===== src/logic/link_alloc_pkg.sv =====
// constants, field layout and types shared by the link area allocator
package link_alloc_pkg;

    // setup word field positions
    localparam int START_BIT = 0;
    localparam int MODE_LO_BIT = 4;
    localparam int MODE_HI_BIT = 5;
    localparam int SIZE_LO_BIT = 6;
    localparam int SIZE_HI_BIT = 7;
    localparam logic [15:0] SETUP_RESET = 16'h0000;

    // automatic allocation windows
    localparam logic [15:0] CORE_IO_BASE = 16'h03E8;
    localparam logic [15:0] CORE_IO_LAST = 16'h0427;
    localparam logic [15:0] PARAM_MEM_BASE = 16'h0000;
    localparam logic [15:0] PARAM_MEM_LAST = 16'h007F;
    localparam logic [7:0] IO_WORDS_MIN = 8'h04;
    localparam logic [7:0] MEM_WORDS_MIN = 8'h08;
    localparam logic [4:0] AUTO_NODES_MAX = 5'h10;

    // manual table limits
    localparam logic [5:0] MANUAL_NODES_MAX = 6'h3E;
    localparam logic [7:0] WORDS_PER_NODE_MAX = 8'hFE;

    // legacy map
    localparam logic [6:0] LEGACY_RELAY_LAST = 7'h3F;
    localparam logic [6:0] LEGACY_MEM_LAST = 7'h7F;

    // allocation entry: node, io start, io send, io recv, mem start, mem send, mem recv
    localparam int ENTRY_W = 70;

    typedef enum logic [1:0] {
        MODE_MANUAL,
        MODE_CORE_IO,
        MODE_PARAM_MEM,
        MODE_BOTH
    } link_mode_type;

    typedef enum logic [2:0] {
        ST_IDLE,
        ST_GEN,
        ST_MANUAL,
        ST_RUN,
        ST_ERROR
    } link_state_type;

endpackage : link_alloc_pkg


===== src/logic/auto_range_calc.sv =====
// per-node word ranges for automatic allocation
`timescale 1ns/1ps
`default_nettype none
module auto_range_calc (
    // selection
    input wire logic [1:0] size_code,
    input wire logic [3:0] node_idx,
    // derived ranges
    output logic [7:0] io_words,
    output logic [7:0] mem_words,
    output logic [4:0] node_count,
    output logic [15:0] io_start,
    output logic [15:0] mem_start
);
    import link_alloc_pkg::*;

    // blocks packed back to back from the area base
    always_comb
    begin
        io_words = IO_WORDS_MIN << size_code;
        mem_words = MEM_WORDS_MIN << size_code;
        node_count = AUTO_NODES_MAX >> size_code;
        io_start = CORE_IO_BASE + 16'(node_idx) * 16'(io_words);
        mem_start = PARAM_MEM_BASE + 16'(node_idx) * 16'(mem_words);
    end
endmodule : auto_range_calc
`default_nettype wire


===== src/logic/link_area_config_allocator.sv =====
// link setup word decode, start/stop control and link area allocation
// Overview of operation
// - Automatic modes 01, 10, 11 in bits 5:4 link core io only, memory only, or both.
// - Bits 5:4 both zero select manual mode with externally supplied tables.
// - Bits 7:6 pick 4/8, 8/16, 16/32 or 32/64 io/memory words per node.
// - Automatic allocation uses io words 1000..1063 and memory words 0..127 in node order.
// - Automatic node count is 16, 8, 4 or 2 by word size, nodes numbered from 1.
// - Automatic mode gives every node the same number of words.
// - Manual tables carry separate send and receive counts for up to 62 nodes.
// - Links start on a rising start bit, or at power-up if the bit is already set.
// - Links stop when the start bit is cleared.
// - Mode and arrangement come from the starting node's setup word only.
// - Invalid table settings keep the links from running; every mode and size code is accepted.
// - Each area's allocation is one contiguous run without gaps between nodes.
// - Manual tables are copied to the backup settings area.
// - Legacy relay words 0..63 map to io 1000..1063, legacy memory 0..127 to 0..127.
// - The start/stop control is bit 0 of the first setup word.
`timescale 1ns/1ps
`default_nettype none
module link_area_config_allocator (
    // clock and reset
    input wire logic sys_clk,
    input wire logic rstn,
    // host setup word
    input wire logic setup_wr,
    input wire logic [15:0] setup_wdata,
    input wire logic [15:0] setup_init,
    output logic [15:0] setup_rdata,
    // status
    output logic links_running,
    output logic config_error,
    output logic [1:0] active_mode,
    // network role
    input wire logic startup_node,
    input wire logic [15:0] peer_setup_word,
    // manual table input
    input wire logic table_valid,
    output logic table_ready,
    input wire logic [5:0] table_node,
    input wire logic [15:0] table_io_start,
    input wire logic [7:0] table_io_send,
    input wire logic [7:0] table_io_recv,
    input wire logic [15:0] table_mem_start,
    input wire logic [7:0] table_mem_send,
    input wire logic [7:0] table_mem_recv,
    input wire logic table_last,
    // table backup
    output logic backup_wr,
    output logic [5:0] backup_index,
    output logic [link_alloc_pkg::ENTRY_W-1:0] backup_entry,
    // allocation stream to the link engine
    output logic alloc_valid,
    input wire logic alloc_ready,
    output logic [link_alloc_pkg::ENTRY_W-1:0] alloc_entry,
    // legacy address map
    input wire logic legacy_valid,
    input wire logic legacy_relay,
    input wire logic [6:0] legacy_word,
    output logic mapped_valid,
    output logic mapped_mem,
    output logic [15:0] mapped_word,
    output logic mapped_error
);
    import link_alloc_pkg::*;

    // host word group
    logic [15:0] setup_ff;
    logic [15:0] nxt_setup;
    logic loaded_ff;
    logic nxt_loaded;
    logic start_prev_ff;
    logic nxt_start_prev;
    logic [15:0] rdata_ff;
    logic [15:0] nxt_rdata;

    // control group
    link_state_type state_ff;
    link_state_type nxt_state;
    link_mode_type mode_ff;
    link_mode_type nxt_mode;
    logic [1:0] size_ff;
    logic [1:0] nxt_size;
    logic [3:0] idx_ff;
    logic [3:0] nxt_idx;
    logic [5:0] entries_ff;
    logic [5:0] nxt_entries;
    logic pend_ff;
    logic nxt_pend;
    logic pend_last_ff;
    logic nxt_pend_last;
    logic [ENTRY_W-1:0] pend_entry_ff;
    logic [ENTRY_W-1:0] nxt_pend_entry;
    logic io_seen_ff;
    logic nxt_io_seen;
    logic mem_seen_ff;
    logic nxt_mem_seen;
    logic [15:0] io_exp_ff;
    logic [15:0] nxt_io_exp;
    logic [15:0] mem_exp_ff;
    logic [15:0] nxt_mem_exp;
    logic tready_ff;
    logic nxt_tready;
    logic bwr_ff;
    logic nxt_bwr;
    logic [5:0] bidx_ff;
    logic [5:0] nxt_bidx;
    logic [ENTRY_W-1:0] bentry_ff;
    logic [ENTRY_W-1:0] nxt_bentry;
    logic run_ff;
    logic nxt_run;
    logic err_ff;
    logic nxt_err;

    // legacy map group
    logic map_v_ff;
    logic nxt_map_v;
    logic map_mem_ff;
    logic nxt_map_mem;
    logic [15:0] map_word_ff;
    logic [15:0] nxt_map_word;
    logic map_err_ff;
    logic nxt_map_err;

    // shared signals
    logic start_bit;
    logic start_rise;
    logic [15:0] eff_word;
    logic push;
    logic [ENTRY_W-1:0] push_data;
    logic buf_in_ready;
    logic [7:0] io_words;
    logic [7:0] mem_words;
    logic [4:0] node_count;
    logic [15:0] io_start;
    logic [15:0] mem_start;
    logic use_io;
    logic use_mem;
    logic bad_entry;

    auto_range_calc u_range (
        .size_code(size_ff),
        .node_idx(idx_ff),
        .io_words(io_words),
        .mem_words(mem_words),
        .node_count(node_count),
        .io_start(io_start),
        .mem_start(mem_start)
    );

    two_entry_buffer #(.WIDTH(ENTRY_W)) u_buf (
        .sys_clk(sys_clk),
        .rstn(rstn),
        .in_valid(push),
        .in_ready(buf_in_ready),
        .in_data(push_data),
        .out_valid(alloc_valid),
        .out_ready(alloc_ready),
        .out_data(alloc_entry)
    );

    assign start_bit = setup_ff[START_BIT];
    assign start_rise = start_bit && !start_prev_ff;

    // host word: the stored image is taken once after release, so a set bit starts the links
    always_comb
    begin
        nxt_setup = setup_ff;
        nxt_loaded = 1'b1;
        if (!loaded_ff)
            nxt_setup = setup_init;
        else if (setup_wr)
            nxt_setup = setup_wdata;
        nxt_start_prev = loaded_ff ? start_bit : 1'b0;
        nxt_rdata = nxt_setup;
    end

    always_ff @(posedge sys_clk)
    begin
        if (!rstn)
        begin
            setup_ff <= SETUP_RESET;
            loaded_ff <= 1'b0;
            start_prev_ff <= 1'b0;
            rdata_ff <= SETUP_RESET;
        end
        else
        begin
            setup_ff <= nxt_setup;
            loaded_ff <= nxt_loaded;
            start_prev_ff <= nxt_start_prev;
            rdata_ff <= nxt_rdata;
        end
    end

    // control
    always_comb
    begin
        eff_word = startup_node ? setup_ff : peer_setup_word;
        use_io = (mode_ff == MODE_CORE_IO) || (mode_ff == MODE_BOTH);
        use_mem = (mode_ff == MODE_PARAM_MEM) || (mode_ff == MODE_BOTH);
        nxt_state = state_ff;
        nxt_mode = mode_ff;
        nxt_size = size_ff;
        nxt_idx = idx_ff;
        nxt_entries = entries_ff;
        nxt_pend = pend_ff;
        nxt_pend_last = pend_last_ff;
        nxt_pend_entry = pend_entry_ff;
        nxt_io_seen = io_seen_ff;
        nxt_mem_seen = mem_seen_ff;
        nxt_io_exp = io_exp_ff;
        nxt_mem_exp = mem_exp_ff;
        nxt_bwr = 1'b0;
        nxt_bidx = bidx_ff;
        nxt_bentry = bentry_ff;
        nxt_err = err_ff;
        push = 1'b0;
        push_data = pend_entry_ff;
        // equal send and receive counts, unused area left empty
        if (state_ff == ST_GEN)
        begin
            push = 1'b1;
            // widened before the add so node 16 does not wrap to 0
            push_data = {{2'b00, idx_ff} + 6'h01,
                use_io ? io_start : 16'h0000,
                use_io ? io_words : 8'h00, use_io ? io_words : 8'h00,
                use_mem ? mem_start : 16'h0000,
                use_mem ? mem_words : 8'h00, use_mem ? mem_words : 8'h00};
        end
        else if (state_ff == ST_MANUAL)
            push = pend_ff;
        bad_entry = (table_node == 6'h00) || (table_node > MANUAL_NODES_MAX)
            || (entries_ff == MANUAL_NODES_MAX)
            || (table_io_send > WORDS_PER_NODE_MAX) || (table_io_recv > WORDS_PER_NODE_MAX)
            || (table_mem_send > WORDS_PER_NODE_MAX) || (table_mem_recv > WORDS_PER_NODE_MAX)
            || (io_seen_ff && table_io_send != 8'h00 && table_io_start != io_exp_ff)
            || (mem_seen_ff && table_mem_send != 8'h00 && table_mem_start != mem_exp_ff);
        unique case (state_ff)
            ST_IDLE, ST_RUN, ST_ERROR:
            begin
                if (start_rise)
                begin
                    // fields frozen until the next start
                    nxt_mode = link_mode_type'(eff_word[MODE_HI_BIT:MODE_LO_BIT]);
                    nxt_size = eff_word[SIZE_HI_BIT:SIZE_LO_BIT];
                    nxt_idx = 4'h0;
                    nxt_entries = 6'h00;
                    nxt_pend = 1'b0;
                    nxt_io_seen = 1'b0;
                    nxt_mem_seen = 1'b0;
                    nxt_err = 1'b0;
                    if (eff_word[MODE_HI_BIT:MODE_LO_BIT] == 2'b00)
                        nxt_state = ST_MANUAL;
                    else
                        nxt_state = ST_GEN;
                end
            end
            ST_GEN:
            begin
                if (buf_in_ready)
                begin
                    nxt_idx = idx_ff + 4'h1;
                    if ({1'b0, idx_ff} == node_count - 5'h01)
                        nxt_state = ST_RUN;
                end
            end
            ST_MANUAL:
            begin
                if (pend_ff && buf_in_ready)
                begin
                    nxt_pend = 1'b0;
                    if (pend_last_ff)
                        nxt_state = ST_RUN;
                end
                if (table_valid && tready_ff)
                begin
                    if (bad_entry)
                    begin
                        nxt_state = ST_ERROR;
                        nxt_err = 1'b1;
                    end
                    else
                    begin
                        nxt_pend = 1'b1;
                        nxt_pend_last = table_last;
                        nxt_pend_entry = {table_node, table_io_start, table_io_send,
                            table_io_recv, table_mem_start, table_mem_send, table_mem_recv};
                        nxt_entries = entries_ff + 6'h01;
                        nxt_bwr = 1'b1;
                        nxt_bidx = entries_ff;
                        nxt_bentry = nxt_pend_entry;
                        if (table_io_send != 8'h00)
                        begin
                            nxt_io_seen = 1'b1;
                            nxt_io_exp = table_io_start + 16'(table_io_send);
                        end
                        if (table_mem_send != 8'h00)
                        begin
                            nxt_mem_seen = 1'b1;
                            nxt_mem_exp = table_mem_start + 16'(table_mem_send);
                        end
                    end
                end
            end
        endcase
        if (!start_bit)
            nxt_state = ST_IDLE;
        nxt_run = (nxt_state == ST_RUN);
        nxt_tready = (nxt_state == ST_MANUAL) && !nxt_pend;
    end

    always_ff @(posedge sys_clk)
    begin
        if (!rstn)
        begin
            state_ff <= ST_IDLE;
            mode_ff <= MODE_MANUAL;
            size_ff <= 2'b00;
            idx_ff <= 4'h0;
            entries_ff <= 6'h00;
            pend_ff <= 1'b0;
            pend_last_ff <= 1'b0;
            pend_entry_ff <= '0;
            io_seen_ff <= 1'b0;
            mem_seen_ff <= 1'b0;
            io_exp_ff <= 16'h0000;
            mem_exp_ff <= 16'h0000;
            tready_ff <= 1'b0;
            bwr_ff <= 1'b0;
            bidx_ff <= 6'h00;
            bentry_ff <= '0;
            run_ff <= 1'b0;
            err_ff <= 1'b0;
        end
        else
        begin
            state_ff <= nxt_state;
            mode_ff <= nxt_mode;
            size_ff <= nxt_size;
            idx_ff <= nxt_idx;
            entries_ff <= nxt_entries;
            pend_ff <= nxt_pend;
            pend_last_ff <= nxt_pend_last;
            pend_entry_ff <= nxt_pend_entry;
            io_seen_ff <= nxt_io_seen;
            mem_seen_ff <= nxt_mem_seen;
            io_exp_ff <= nxt_io_exp;
            mem_exp_ff <= nxt_mem_exp;
            tready_ff <= nxt_tready;
            bwr_ff <= nxt_bwr;
            bidx_ff <= nxt_bidx;
            bentry_ff <= nxt_bentry;
            run_ff <= nxt_run;
            err_ff <= nxt_err;
        end
    end

    // legacy address map, one cycle of latency
    always_comb
    begin
        nxt_map_v = legacy_valid;
        nxt_map_mem = !legacy_relay;
        nxt_map_word = map_word_ff;
        nxt_map_err = 1'b0;
        if (legacy_valid)
        begin
            if (legacy_relay)
            begin
                nxt_map_word = CORE_IO_BASE + 16'(legacy_word);
                nxt_map_err = legacy_word > LEGACY_RELAY_LAST;
            end
            else
            begin
                nxt_map_word = PARAM_MEM_BASE + 16'(legacy_word);
                nxt_map_err = legacy_word > LEGACY_MEM_LAST;
            end
        end
    end

    always_ff @(posedge sys_clk)
    begin
        if (!rstn)
        begin
            map_v_ff <= 1'b0;
            map_mem_ff <= 1'b0;
            map_word_ff <= 16'h0000;
            map_err_ff <= 1'b0;
        end
        else
        begin
            map_v_ff <= nxt_map_v;
            map_mem_ff <= nxt_map_mem;
            map_word_ff <= nxt_map_word;
            map_err_ff <= nxt_map_err;
        end
    end

    assign setup_rdata = rdata_ff;
    assign links_running = run_ff;
    assign config_error = err_ff;
    assign active_mode = mode_ff;
    assign table_ready = tready_ff;
    assign backup_wr = bwr_ff;
    assign backup_index = bidx_ff;
    assign backup_entry = bentry_ff;
    assign mapped_valid = map_v_ff;
    assign mapped_mem = map_mem_ff;
    assign mapped_word = map_word_ff;
    assign mapped_error = map_err_ff;
endmodule : link_area_config_allocator
`default_nettype wire


===== src/logic/two_entry_buffer.sv =====
// two-entry valid/ready buffer with registered head
`timescale 1ns/1ps
`default_nettype none
module two_entry_buffer #(
    parameter int WIDTH = 8
) (
    // clock and reset
    input wire logic sys_clk,
    input wire logic rstn,
    // fill side
    input wire logic in_valid,
    output logic in_ready,
    input wire logic [WIDTH-1:0] in_data,
    // drain side
    output logic out_valid,
    input wire logic out_ready,
    output logic [WIDTH-1:0] out_data
);
    logic head_v_ff;
    logic spare_v_ff;
    logic [WIDTH-1:0] head_ff;
    logic [WIDTH-1:0] spare_ff;
    logic nxt_head_v;
    logic nxt_spare_v;
    logic [WIDTH-1:0] nxt_head;
    logic [WIDTH-1:0] nxt_spare;
    logic push;
    logic pop;

    // full only when both slots hold a word
    assign in_ready = !spare_v_ff;
    assign out_valid = head_v_ff;
    assign out_data = head_ff;

    always_comb
    begin
        push = in_valid && in_ready;
        pop = head_v_ff && out_ready;
        nxt_head_v = head_v_ff;
        nxt_spare_v = spare_v_ff;
        nxt_head = head_ff;
        nxt_spare = spare_ff;
        if (!head_v_ff || pop)
        begin
            if (spare_v_ff)
            begin
                nxt_head = spare_ff;
                nxt_head_v = 1'b1;
                nxt_spare_v = 1'b0;
            end
            else
            begin
                nxt_head = in_data;
                nxt_head_v = push;
            end
        end
        else if (push)
        begin
            nxt_spare = in_data;
            nxt_spare_v = 1'b1;
        end
    end

    always_ff @(posedge sys_clk)
    begin
        if (!rstn)
        begin
            head_v_ff <= 1'b0;
            spare_v_ff <= 1'b0;
            head_ff <= '0;
            spare_ff <= '0;
        end
        else
        begin
            head_v_ff <= nxt_head_v;
            spare_v_ff <= nxt_spare_v;
            head_ff <= nxt_head;
            spare_ff <= nxt_spare;
        end
    end
endmodule : two_entry_buffer
`default_nettype wire

===== config.mk =====
export PLATFORM = sky130hd
export DESIGN_NAME = link_area_config_allocator
export DESIGN_NICKNAME = d
export VERILOG_FILES = /design/src/logic/link_alloc_pkg.sv /design/src/logic/auto_range_calc.sv /design/src/logic/link_area_config_allocator.sv /design/src/logic/two_entry_buffer.sv
export SDC_FILE = /design/constraint.sdc
export NUM_CORES = 1
export LEC_CHECK = 0
export ABC_AREA = 1
export BUFFER_PORTS_ARGS = -buffer_cell sky130_fd_sc_hd__buf_2
export CORE_ASPECT_RATIO = 2
export CORE_UTILIZATION = 45
export DETAILED_ROUTE_END_ITERATION = 10
export GPL_TIMING_DRIVEN = 0
export PLACE_DENSITY = 0.72
export RECOVER_POWER = 100
export SLEW_MARGIN = 20
export SYNTH_ARGS = -nofsm -noshare
export SYNTH_HDL_FRONTEND = slang
export SYNTH_SLANG_ARGS = --single-unit

===== constraint.sdc =====
create_clock -name sys_clk -period 7.3 [get_ports sys_clk]
set_clock_uncertainty 0.15 [all_clocks]
set_input_delay 2.19 -clock sys_clk [delete_from_list [all_inputs] [get_ports sys_clk]]
set_output_delay 2.19 -clock sys_clk [all_outputs]
set_load 0.05 [all_outputs]

# Word level (Yosys, flattened, before mapping)
# Cells that the tools add are included.
[op_classes] reduce_logical=48 mul=2 n_eq_ne=21 magnitude_cmp=7 n_shift=3 add_sub_neg=8 n_div=0 n_bitwise=3 mux=50
[ops] cell="two-way mux 70 bit" n=2
[ops] cell="two-way mux 16 bit" n=3
[ops] cell="adder 16 x 8 -> 16 bit" n=2
[ops] cell="> comparator 8 bit (second input constant)" n=4
[ops] cell="inequality test 16 bit" n=2
[ops] cell="multiplier 4 x 8 -> 12 bit" n=2
[ops] cell="two-way mux 3 bit" n=8
[ops] cell="two-way mux 8 bit" n=3
[ops] cell="two-way mux 1 bit" n=19
[ops] cell="two-way mux 6 bit" n=3
[ops] cell="AND reduction 4 bit" n=4
[ops] cell="nonzero test 8 bit" n=2
[ops] cell="adder 10 x 12 -> 13 bit (first input constant)" n=1
[ops] cell="equality test 3 x 2 -> 1 bit (second input constant)" n=4
[ops] cell="two-way mux 12 bit" n=1
[ops] cell="one-hot mux 6 bit (2 select lines)" n=1
[ops] cell="adder 10 x 7 -> 11 bit (first input constant)" n=1
[ops] cell="logical OR 1 bit" n=11
[ops] cell="two-way mux 11 bit" n=1
[ops] cell="logical AND 1 bit" n=10
[ops] cell="inequality test 2 bit (second input constant)" n=5
[ops] cell="AND reduction 5 bit" n=2
[ops] cell="one-hot mux 3 bit (3 select lines)" n=1
[ops] cell="AND reduction 3 bit" n=3
[ops] cell="other kinds (30)" n=47
[totals] memories=0 word_cells=170 mem_bits_ro=0 reg_bits=312 latchBits=0 ram_bits=0

# Depth between registers and ports, before layout
# Gate-level depths: netlist of the first run.
[logic_depth] depth_word=15 mapped_depth=24 mapped_depth_nobuf=24

# Hierarchy
# Synthesis of the first run repeated with hierarchy kept, for this count alone.
[hier_totals] cells_unflattened=2573 area_unflattened_um2=16676.0
[by_module_without_submodules] module="link_area_config_allocator" area_per_inst_um2=9155.0 instances=1 seq_area_each_um2=3283.1 cells_per_inst=1459
[by_module_without_submodules] module="two_entry_buffer" area_per_inst_um2=6199.7 instances=1 seq_area_each_um2=2842.7 cells_per_inst=922
[by_module_without_submodules] module="auto_range_calc" area_per_inst_um2=1321.3 instances=1 seq_area_each_um2=0.0 cells_per_inst=192

# Worst setup path before layout of the first run
# No wires, ideal clock.
[synth_path] path_kind="input to register" startpoint="input table_io_start[0]" endpoint="register io_exp_ff[14]" setup_time_ns=0.113 cell_stages=10 setup_slack_ns=3.243 required_ns=7.037 arrival_time_ns=3.794 n_path_buf=0 path_cell_list="ha_1 -> inv_1 -> fa_1 -> o21ai_0 -> nand4_1 -> a21oi_1 -> nand3_1 -> xor2_1 -> nor2_1 -> nor2_1"
[synth_between] elab_chain_len=6 elab_cells_between_ends=7 classes_between="1 x add/sub; 1 x eq/ne; 1 x bitwise; 4 x reduce/logical"
[synth_rtl] item="start, declared" line_no="link_area_config_allocator.sv:40" text="input wire logic [15:0] table_io_start,"
[synth_rtl] item="parallel branches: the longest is 6 deep, another holds adder 16 x 8 -> 16 bit"
[synth_rtl] item="end signal, assigned" line_no="link_area_config_allocator.sv:347" text="io_exp_ff <= nxt_io_exp;"
[synth_rtl] item="end, declared" line_no="link_area_config_allocator.sv:97" text="logic [15:0] io_exp_ff;"
# Parallel ways; which one is timed is not known.
# A chain may end at the register's enable or synchronous reset.

# Final worst setup path of the first run
[layout_path] startpoint="input table_io_start[12]" endpoint="register bentry_ff[29] (netlist: backup_entry[29])"
[layout_between] elab_chain_len=6
[layout_rtl] item="inequality test 16 bit" line_no="link_area_config_allocator.sv:236" text="|| (io_seen_ff && table_io_send != 8'h00 && table_io_start != io_exp_ff)"
[layout_rtl] item="logical AND 1 bit" line_no="link_area_config_allocator.sv:236"
[layout_rtl] item="logical OR 1 bit" line_no="link_area_config_allocator.sv:236"
[layout_rtl] item="logical OR 1 bit" line_no="link_area_config_allocator.sv:237" text="|| (mem_seen_ff && table_mem_send != 8'h00 && table_mem_start != mem_exp_ff);"
[layout_rtl] item="inverter 1 bit (no line)"
[layout_rtl] item="AND reduction 3 bit (no line)"
[layout_rtl] item="end signal, assigned" line_no="link_area_config_allocator.sv:352" text="bentry_ff <= nxt_bentry;"
[layout_rtl] item="end, declared" line_no="link_area_config_allocator.sv:107" text="logic [ENTRY_W-1:0] bentry_ff;"
# Every way passes these cells.

==> metrics.txt, run 1 <==
EDFF count, synth 0; DRT antenna net count 0; fraction of registers with async set/reset 0%; PortBufs 300; PnR worst setup slack 2.24 ns; final worst-path cycle share 69.4%; die area 34100 µm²; FF/Latch Area 6130 µm²; Hold Fails Final Rpt 0; CP max FO 10; Synth Warn # 0; Slew HR 31.8%; Root Driver clkbuf_16; Area contributors post-synth dfxtp_1 (41%), o21ai_0 (11%), nor2_1 (11%); RSZ-0062 raised after global routing no; most common flop cell mapped by yosys dfxtp_1; Net count, final 2708; cell with the most instances after synthesis nor2_1; Distinct cells, synth 47; CTS clk-pin slew, worst paths 0.07 ns; Setup TNS 0 ns; final hold slack 0.305 ns; syn avg cell area between 6 and 7 µm²; post-CTS resize count 0; sequential-to-total area share from yosys stat 40.9%; Post-CTS Setup Inserts 0; Die Height 260 µm; multi-input logic area 7540 µm²; Initial Util 45.7%; routed wire length per instance 18.4 µm; Die Wd 131 µm; top post-synthesis cells by count nor2_1 (435), nand2_1 (410), o21ai_0 (329); WP data required approximately 7.6 ns; vias in the first global route 15300; Total Routing Usage GR 31.8%; crit path DAT around 5.4 ns; Syn Std Cell Area 15000 µm²; worst slew pin tran about 1.0 ns; largest net degree at the start of global routing 16; Synth top area share 40.9%; GP Congestion 0.960; hold_buf cts 0; worst hold path type reg2reg; num rows 94; post-synth top area cell dfxtp_1; Via density between 5 and 6; CTS tree done; vias after detailed routing 15900; Finished Core Util 53.6%; H-tree levels 1; crit start category input pin; Post-Syn Instances 2177; Achievable Freq 0.198 GHz; Yosys reg bits 306; CTS Buffer Depth 3; PD cells 197 nW/µm²; number of max-cap violations 0; Core Area between 30000 and 40000 µm²; Slew Viols, Final 0; antenna violations before repair 6; # clock sinks 306; post-layout minimum cycle time 5.06 ns; initial DRC count 1067; endpoints failing setup 0; # IOs ~320; hpwl dp roughly 43000 µm; Tot Pwr 3.46 mW; Leak 8.03 nW; layout filler cell count 3374; global-route wire length before repair 81600 µm; share of layout cells above drive strength 1 7.05%; Worst-Skew Late Latency 0.55 ns; First-pass DRT Iterations 7; clock buffer count from CTS 27; Area Growth Syn to Fin 17.4%; status completed; Crit. End Element flop; Crit Path Class in2reg; Setup WS pre-CTS 2.50 ns; final wirelength 54500 µm; DRC viols 0; global route total overflow 0; worst vdd ir 195 µV
[worst max-delay path, cell delays in order]
cell and delay (ns):
clkbuf_1 0.28, clkinv_1 0.14, nand2_1 0.08, nand2_1 0.05
nor2_1 0.17, nand2_1 0.08, nor2_1 0.10, nand2_1 0.09
nand2_1 0.11, nand4_1 0.26, nor2_1 0.36, clkbuf_1 0.70
clkbuf_1 0.49, o21ai_0 0.17, nor2_1 0.11
[through the flow]
step	instance area [µm²]	instances
after floorplan	15000	2181
after global placement	17000	2913
after detailed placement	17000	2913
after CTS	17900	2958
after global routing	17600	2963
final	17600	2964
[registers in the layout, summed over array words and instances, names as in the netlist, 2 cells and up]
register	flops
backup_entry	70
u_buf.out_data	70
u_buf.spare_ff	70
io_exp_ff	16
mem_exp_ff	16
setup_rdata	16
mapped_word	10
backup_index	6
entries_ff	6
idx_ff	4
state_ff	3
active_mode	2
size_ff	2
[cells by family (layout without fill, tap and decap cells)]
family	Yosys count	count (layout)	synth area share [%]
flip-flops	306	306	40.9
XOR/XNOR	39	39	2.28
AND/OR/NAND/NOR	916	916	24.0
adder cells (fa/ha/maj)	64	64	5.84
other	1	11	0.0250
AO/OA/AOI/OAI	521	521	18.3
buffers and inverters	330	675	8.70
[layer usage]
layer  wire length [µm]  vias to the layer above  GRT usage [%]
met5                 11                        -              0
met4               5600                        2           28.6
met3               3290                      274           4.67
met2              27600                      708           57.8
met1              18000                     7282           29.9
li1                   -                     7649              -
[placed cells by master (no fill, tap or decap), types with 3 or more instances in the layout]
cell type	netlist	routed
buf_1	10	8
xnor2_1	8	8
clkbuf_16	0	27
diode_2	0	6
a22oi_1	4	4
o21a_1	3	3
clkbuf_1	78	288
clkinv_1	4	5
a31oi_1	8	8
nand4_1	12	13
buf_2	22	122
dfxtp_1	306	306
nor2_1	435	436
o21ai_0	329	331
nor3_1	4	5
conb_1	1	5
fa_1	10	10
a21oi_1	131	131
clkinv_2	0	4
clkbuf_8	0	5
buf_4	6	6
nand3_1	41	41
a211oi_1	6	6
nand2_1	410	411
inv_1	199	201
inv_2	9	6
o211ai_1	24	24
xor2_1	31	31
ha_1	54	54
[power breakdown]
group	switching [mW]	leakage (nW)	internal [mW]	total, mW
Clock	0.643	0.406	0.762	1.41
Sequential	0.0123	2.47	1.68	1.70
Combinational	0.250	5.16	0.110	0.360
[worst paths after layout]
| check | endpoint | depth (start not counted) | from | slack (ns) |
|---|---|---|---|---|
| worst max register to register | u_buf.out_data[57] | 20 | size_ff[0] | 2.76 |
| worst min-delay path | u_buf.out_data[26] | 2 | u_buf.out_data[26] | 0.30 |
| worst max-delay path | backup_entry[29] | 15 | table_io_start[12] | 2.24 |
| worst min register to register | u_buf.out_data[26] | 2 | u_buf.out_data[26] | 0.30 |
[layout make-up]
type	instances	area share (%)
sequential	306	34.8
multi-input combinational	1545	42.9
tap	432	3.07
clock inverter	7	0.370
timing repair buffer	300	7.22
buffer	118	2.69
clock buffer	38	4.36
antenna	6	0.0853
inverter	212	4.52
Power figures use the tool's default switching activity.
==> run 2: changes to the inputs <==
PLACE_DENSITY = 0.75   (was 0.72)
clock period = 4.2 ns   (was 7.3 ns; I/O delays follow)
==> metrics.txt, run 2 (same netlist as run 1, synthesis figures left out) <==
final worst-path cycle share a little over nine tenths; RSZ-0062 raised after global routing no; Worst path slowest cell fa_1; largest net degree at the start of global routing 17 (+1); min-delay src u_buf.out_data[57]; Reg2Reg Setup Slack 0.20 ns (-2.56 ns); global-route wire length before repair 82000 µm (+0.45%); clock buffer count from CTS 27 (unchanged); Net count, final 2708 (unchanged); DRC viols 0 (unchanged); crit path DAT 4.30 ns (-1.10 ns); Via density 5.36 (-0.21%); # IOs 322 (unchanged); H-tree levels 1 (unchanged); hpwl dp 43500 µm (+1.1%); Core Area 32800 µm² (unchanged); Hold Path Depth 2 (unchanged); CP cell instances inv_1, nor2_4, inv_2, nor2_2, inv_1, ha_1, fa_1, fa_1, inv_1, ha_1, nand3_1, nand3_1, nand2_1, nand2_1, a21oi_2, xnor2_1, nand2_1, nand2_1, o21ai_1, nand2_1; First-pass DRT Iterations 10 (+3); Root Driver clkbuf_16; Slew HR 36.9% (+5.0 points); PD cells 350 nW/µm² (+78%); die area 34100 µm² (unchanged); Setup TNS 0 ns (unchanged); vias in the first global route 15400 (+0.55%); WP data required 4.50 ns (-3.14 ns); cell mode on critical path nand2_1; num rows 94 (unchanged); CTS tree done; # clock sinks 306 (unchanged); GP Congestion 0.963 (+0.30%); vias after detailed routing 15900 (-0.21%); R2R depth 20 (unchanged); status completed; crit start category flop; Crit. End Element flop; Finished Core Util 53.9% (+0.27 points); worst vdd ir 285 µV (+47%); Slew Viols, Final 0 (unchanged); post-layout minimum cycle time 4.00 ns; number of max-cap violations 0 (unchanged); PortBufs 300 (unchanged); commonest cells after routing, fill and taps aside nor2_1 (433), nand2_1 (410), o21ai_0 (328); layout filler cell count 3324 (-1.5%); Post-CTS Setup Inserts 0 (unchanged); Hold Fails Final Rpt 0 (unchanged); routed wire length per instance 18.5 µm (+0.61%); worst slew pin tran 0.943 ns (-0.0751 ns); Worst-Skew Late Latency 0.56 ns (about the same); Achievable Freq 0.250 GHz; endpoints failing setup 0 (unchanged); antenna violations before repair 4 (-2); global route total overflow 0 (unchanged); Total Routing Usage GR 32.0% (+0.19 points); DRT antenna net count 0 (unchanged); CP max FO 6 (-4); initial DRC count 1263 (+18%); CTS Buffer Depth 3 (unchanged); Die Wd 131 µm (unchanged); final wirelength 54800 µm (+0.61%); r2r startpoint size_ff[0]; multi-input logic area 7570 µm² (+0.30%); CTS clk-pin slew, worst paths 0.07 ns (about the same); commonest non-fill, non-tap cell in the layout nor2_1; Reg-to-Reg End u_buf.out_data[57]; Worst Hold End u_buf.out_data[57]; max incr delay on CP 0.58 ns (-0.12 ns); Crit Path Class reg2reg; FF/Latch Area 6130 µm² (about the same); share of layout cells above drive strength 1 7.63% (+0.59 points); Die Height 260 µm (unchanged); worst hold path type reg2reg; Area Growth Syn to Fin 18.0%; Initial Util 45.7% (unchanged); Leak 8.08 nW (+0.58%)
-- run 2: worst max-delay path, delay by kind of cell (launching register included) --
kind                     cells  cell delay [ns]
buffers and inverters        4             0.32
AO/OA/AOI/OAI                2             0.43
XOR/XNOR                     1             0.08
flip-flops                   1             0.38
AND/OR/NAND/NOR              9             0.87
adder cells (fa/ha/maj)      4             1.67
-- run 2: worst max-delay path by stage --
stage | cells after the start | from | to | slack, ns
after CTS | 20 | size_ff[0] | u_buf.out_data[57] | 0.03
after global routing | 23 | size_ff[0] | u_buf.spare_ff[58] | 0.006
after detailed placement | 20 | size_ff[0] | u_buf.out_data[57] | -0.18
after global placement | 20 | size_ff[0] | u_buf.out_data[57] | -0.18
after floorplan | 20 | size_ff[0] | u_buf.spare_ff[59] | 0.51
final | 20 | size_ff[0] | u_buf.out_data[57] | 0.20
-- run 2: report_power, final --
part	internal (mW)	switching [mW]	total, mW
logic	0.194	0.438	0.631
clock network	1.46	1.15	2.61
registers	2.93	0.0213	2.95
-- run 2: per-stage QoR --
stage,hold WS [ns],power (mW),std cells,cell area (µm²),setup WS [ns]
2_1_floorplan,0.283,3.40,2181,15000,0.508
3_5_place_dp,0.292,3.64,2913,17000,-0.177
3_3_place_gp,0.288,3.63,2913,17000,-0.182
5_1_grt,0.324,6.37,2964,17700,0.00580
6_report,0.308,6.19,2964,17700,0.198
4_1_cts,0.307,6.20,2960,18000,0.0293
-- run 2: layer usage --
metal,vias up,share of wire (%),track usage (%),routed length (µm)
met3,264,6.0,3.91,3290
met4,0,10,29.5,5640
li1,7647,-,-,-
met1,7227,34,31.1,18400
met5,-,0,0,0
met2,743,50,57.3,27500
-- run 2: layout make-up --
cell class / count / share of cell area, %
diodes: 4 / 0.0566
plain buffers: 118 / 2.68
clock buffers: 35 / 4.27
clock inverters: 12 / 0.835
inverters: 212 / 4.50
multi-input cells: 1545 / 42.8
flip-flops and latches: 306 / 34.6
well taps: 432 / 3.06
repair buffers: 300 / 7.18
-- run 2: what timing repair did --
item                       in CTS  in global routing
setup endpoints to repair       6                  8
cloned                          0                  0
pin swaps                       0                  2
hold buffers                    0                  0
gates resized for setup         4                  8
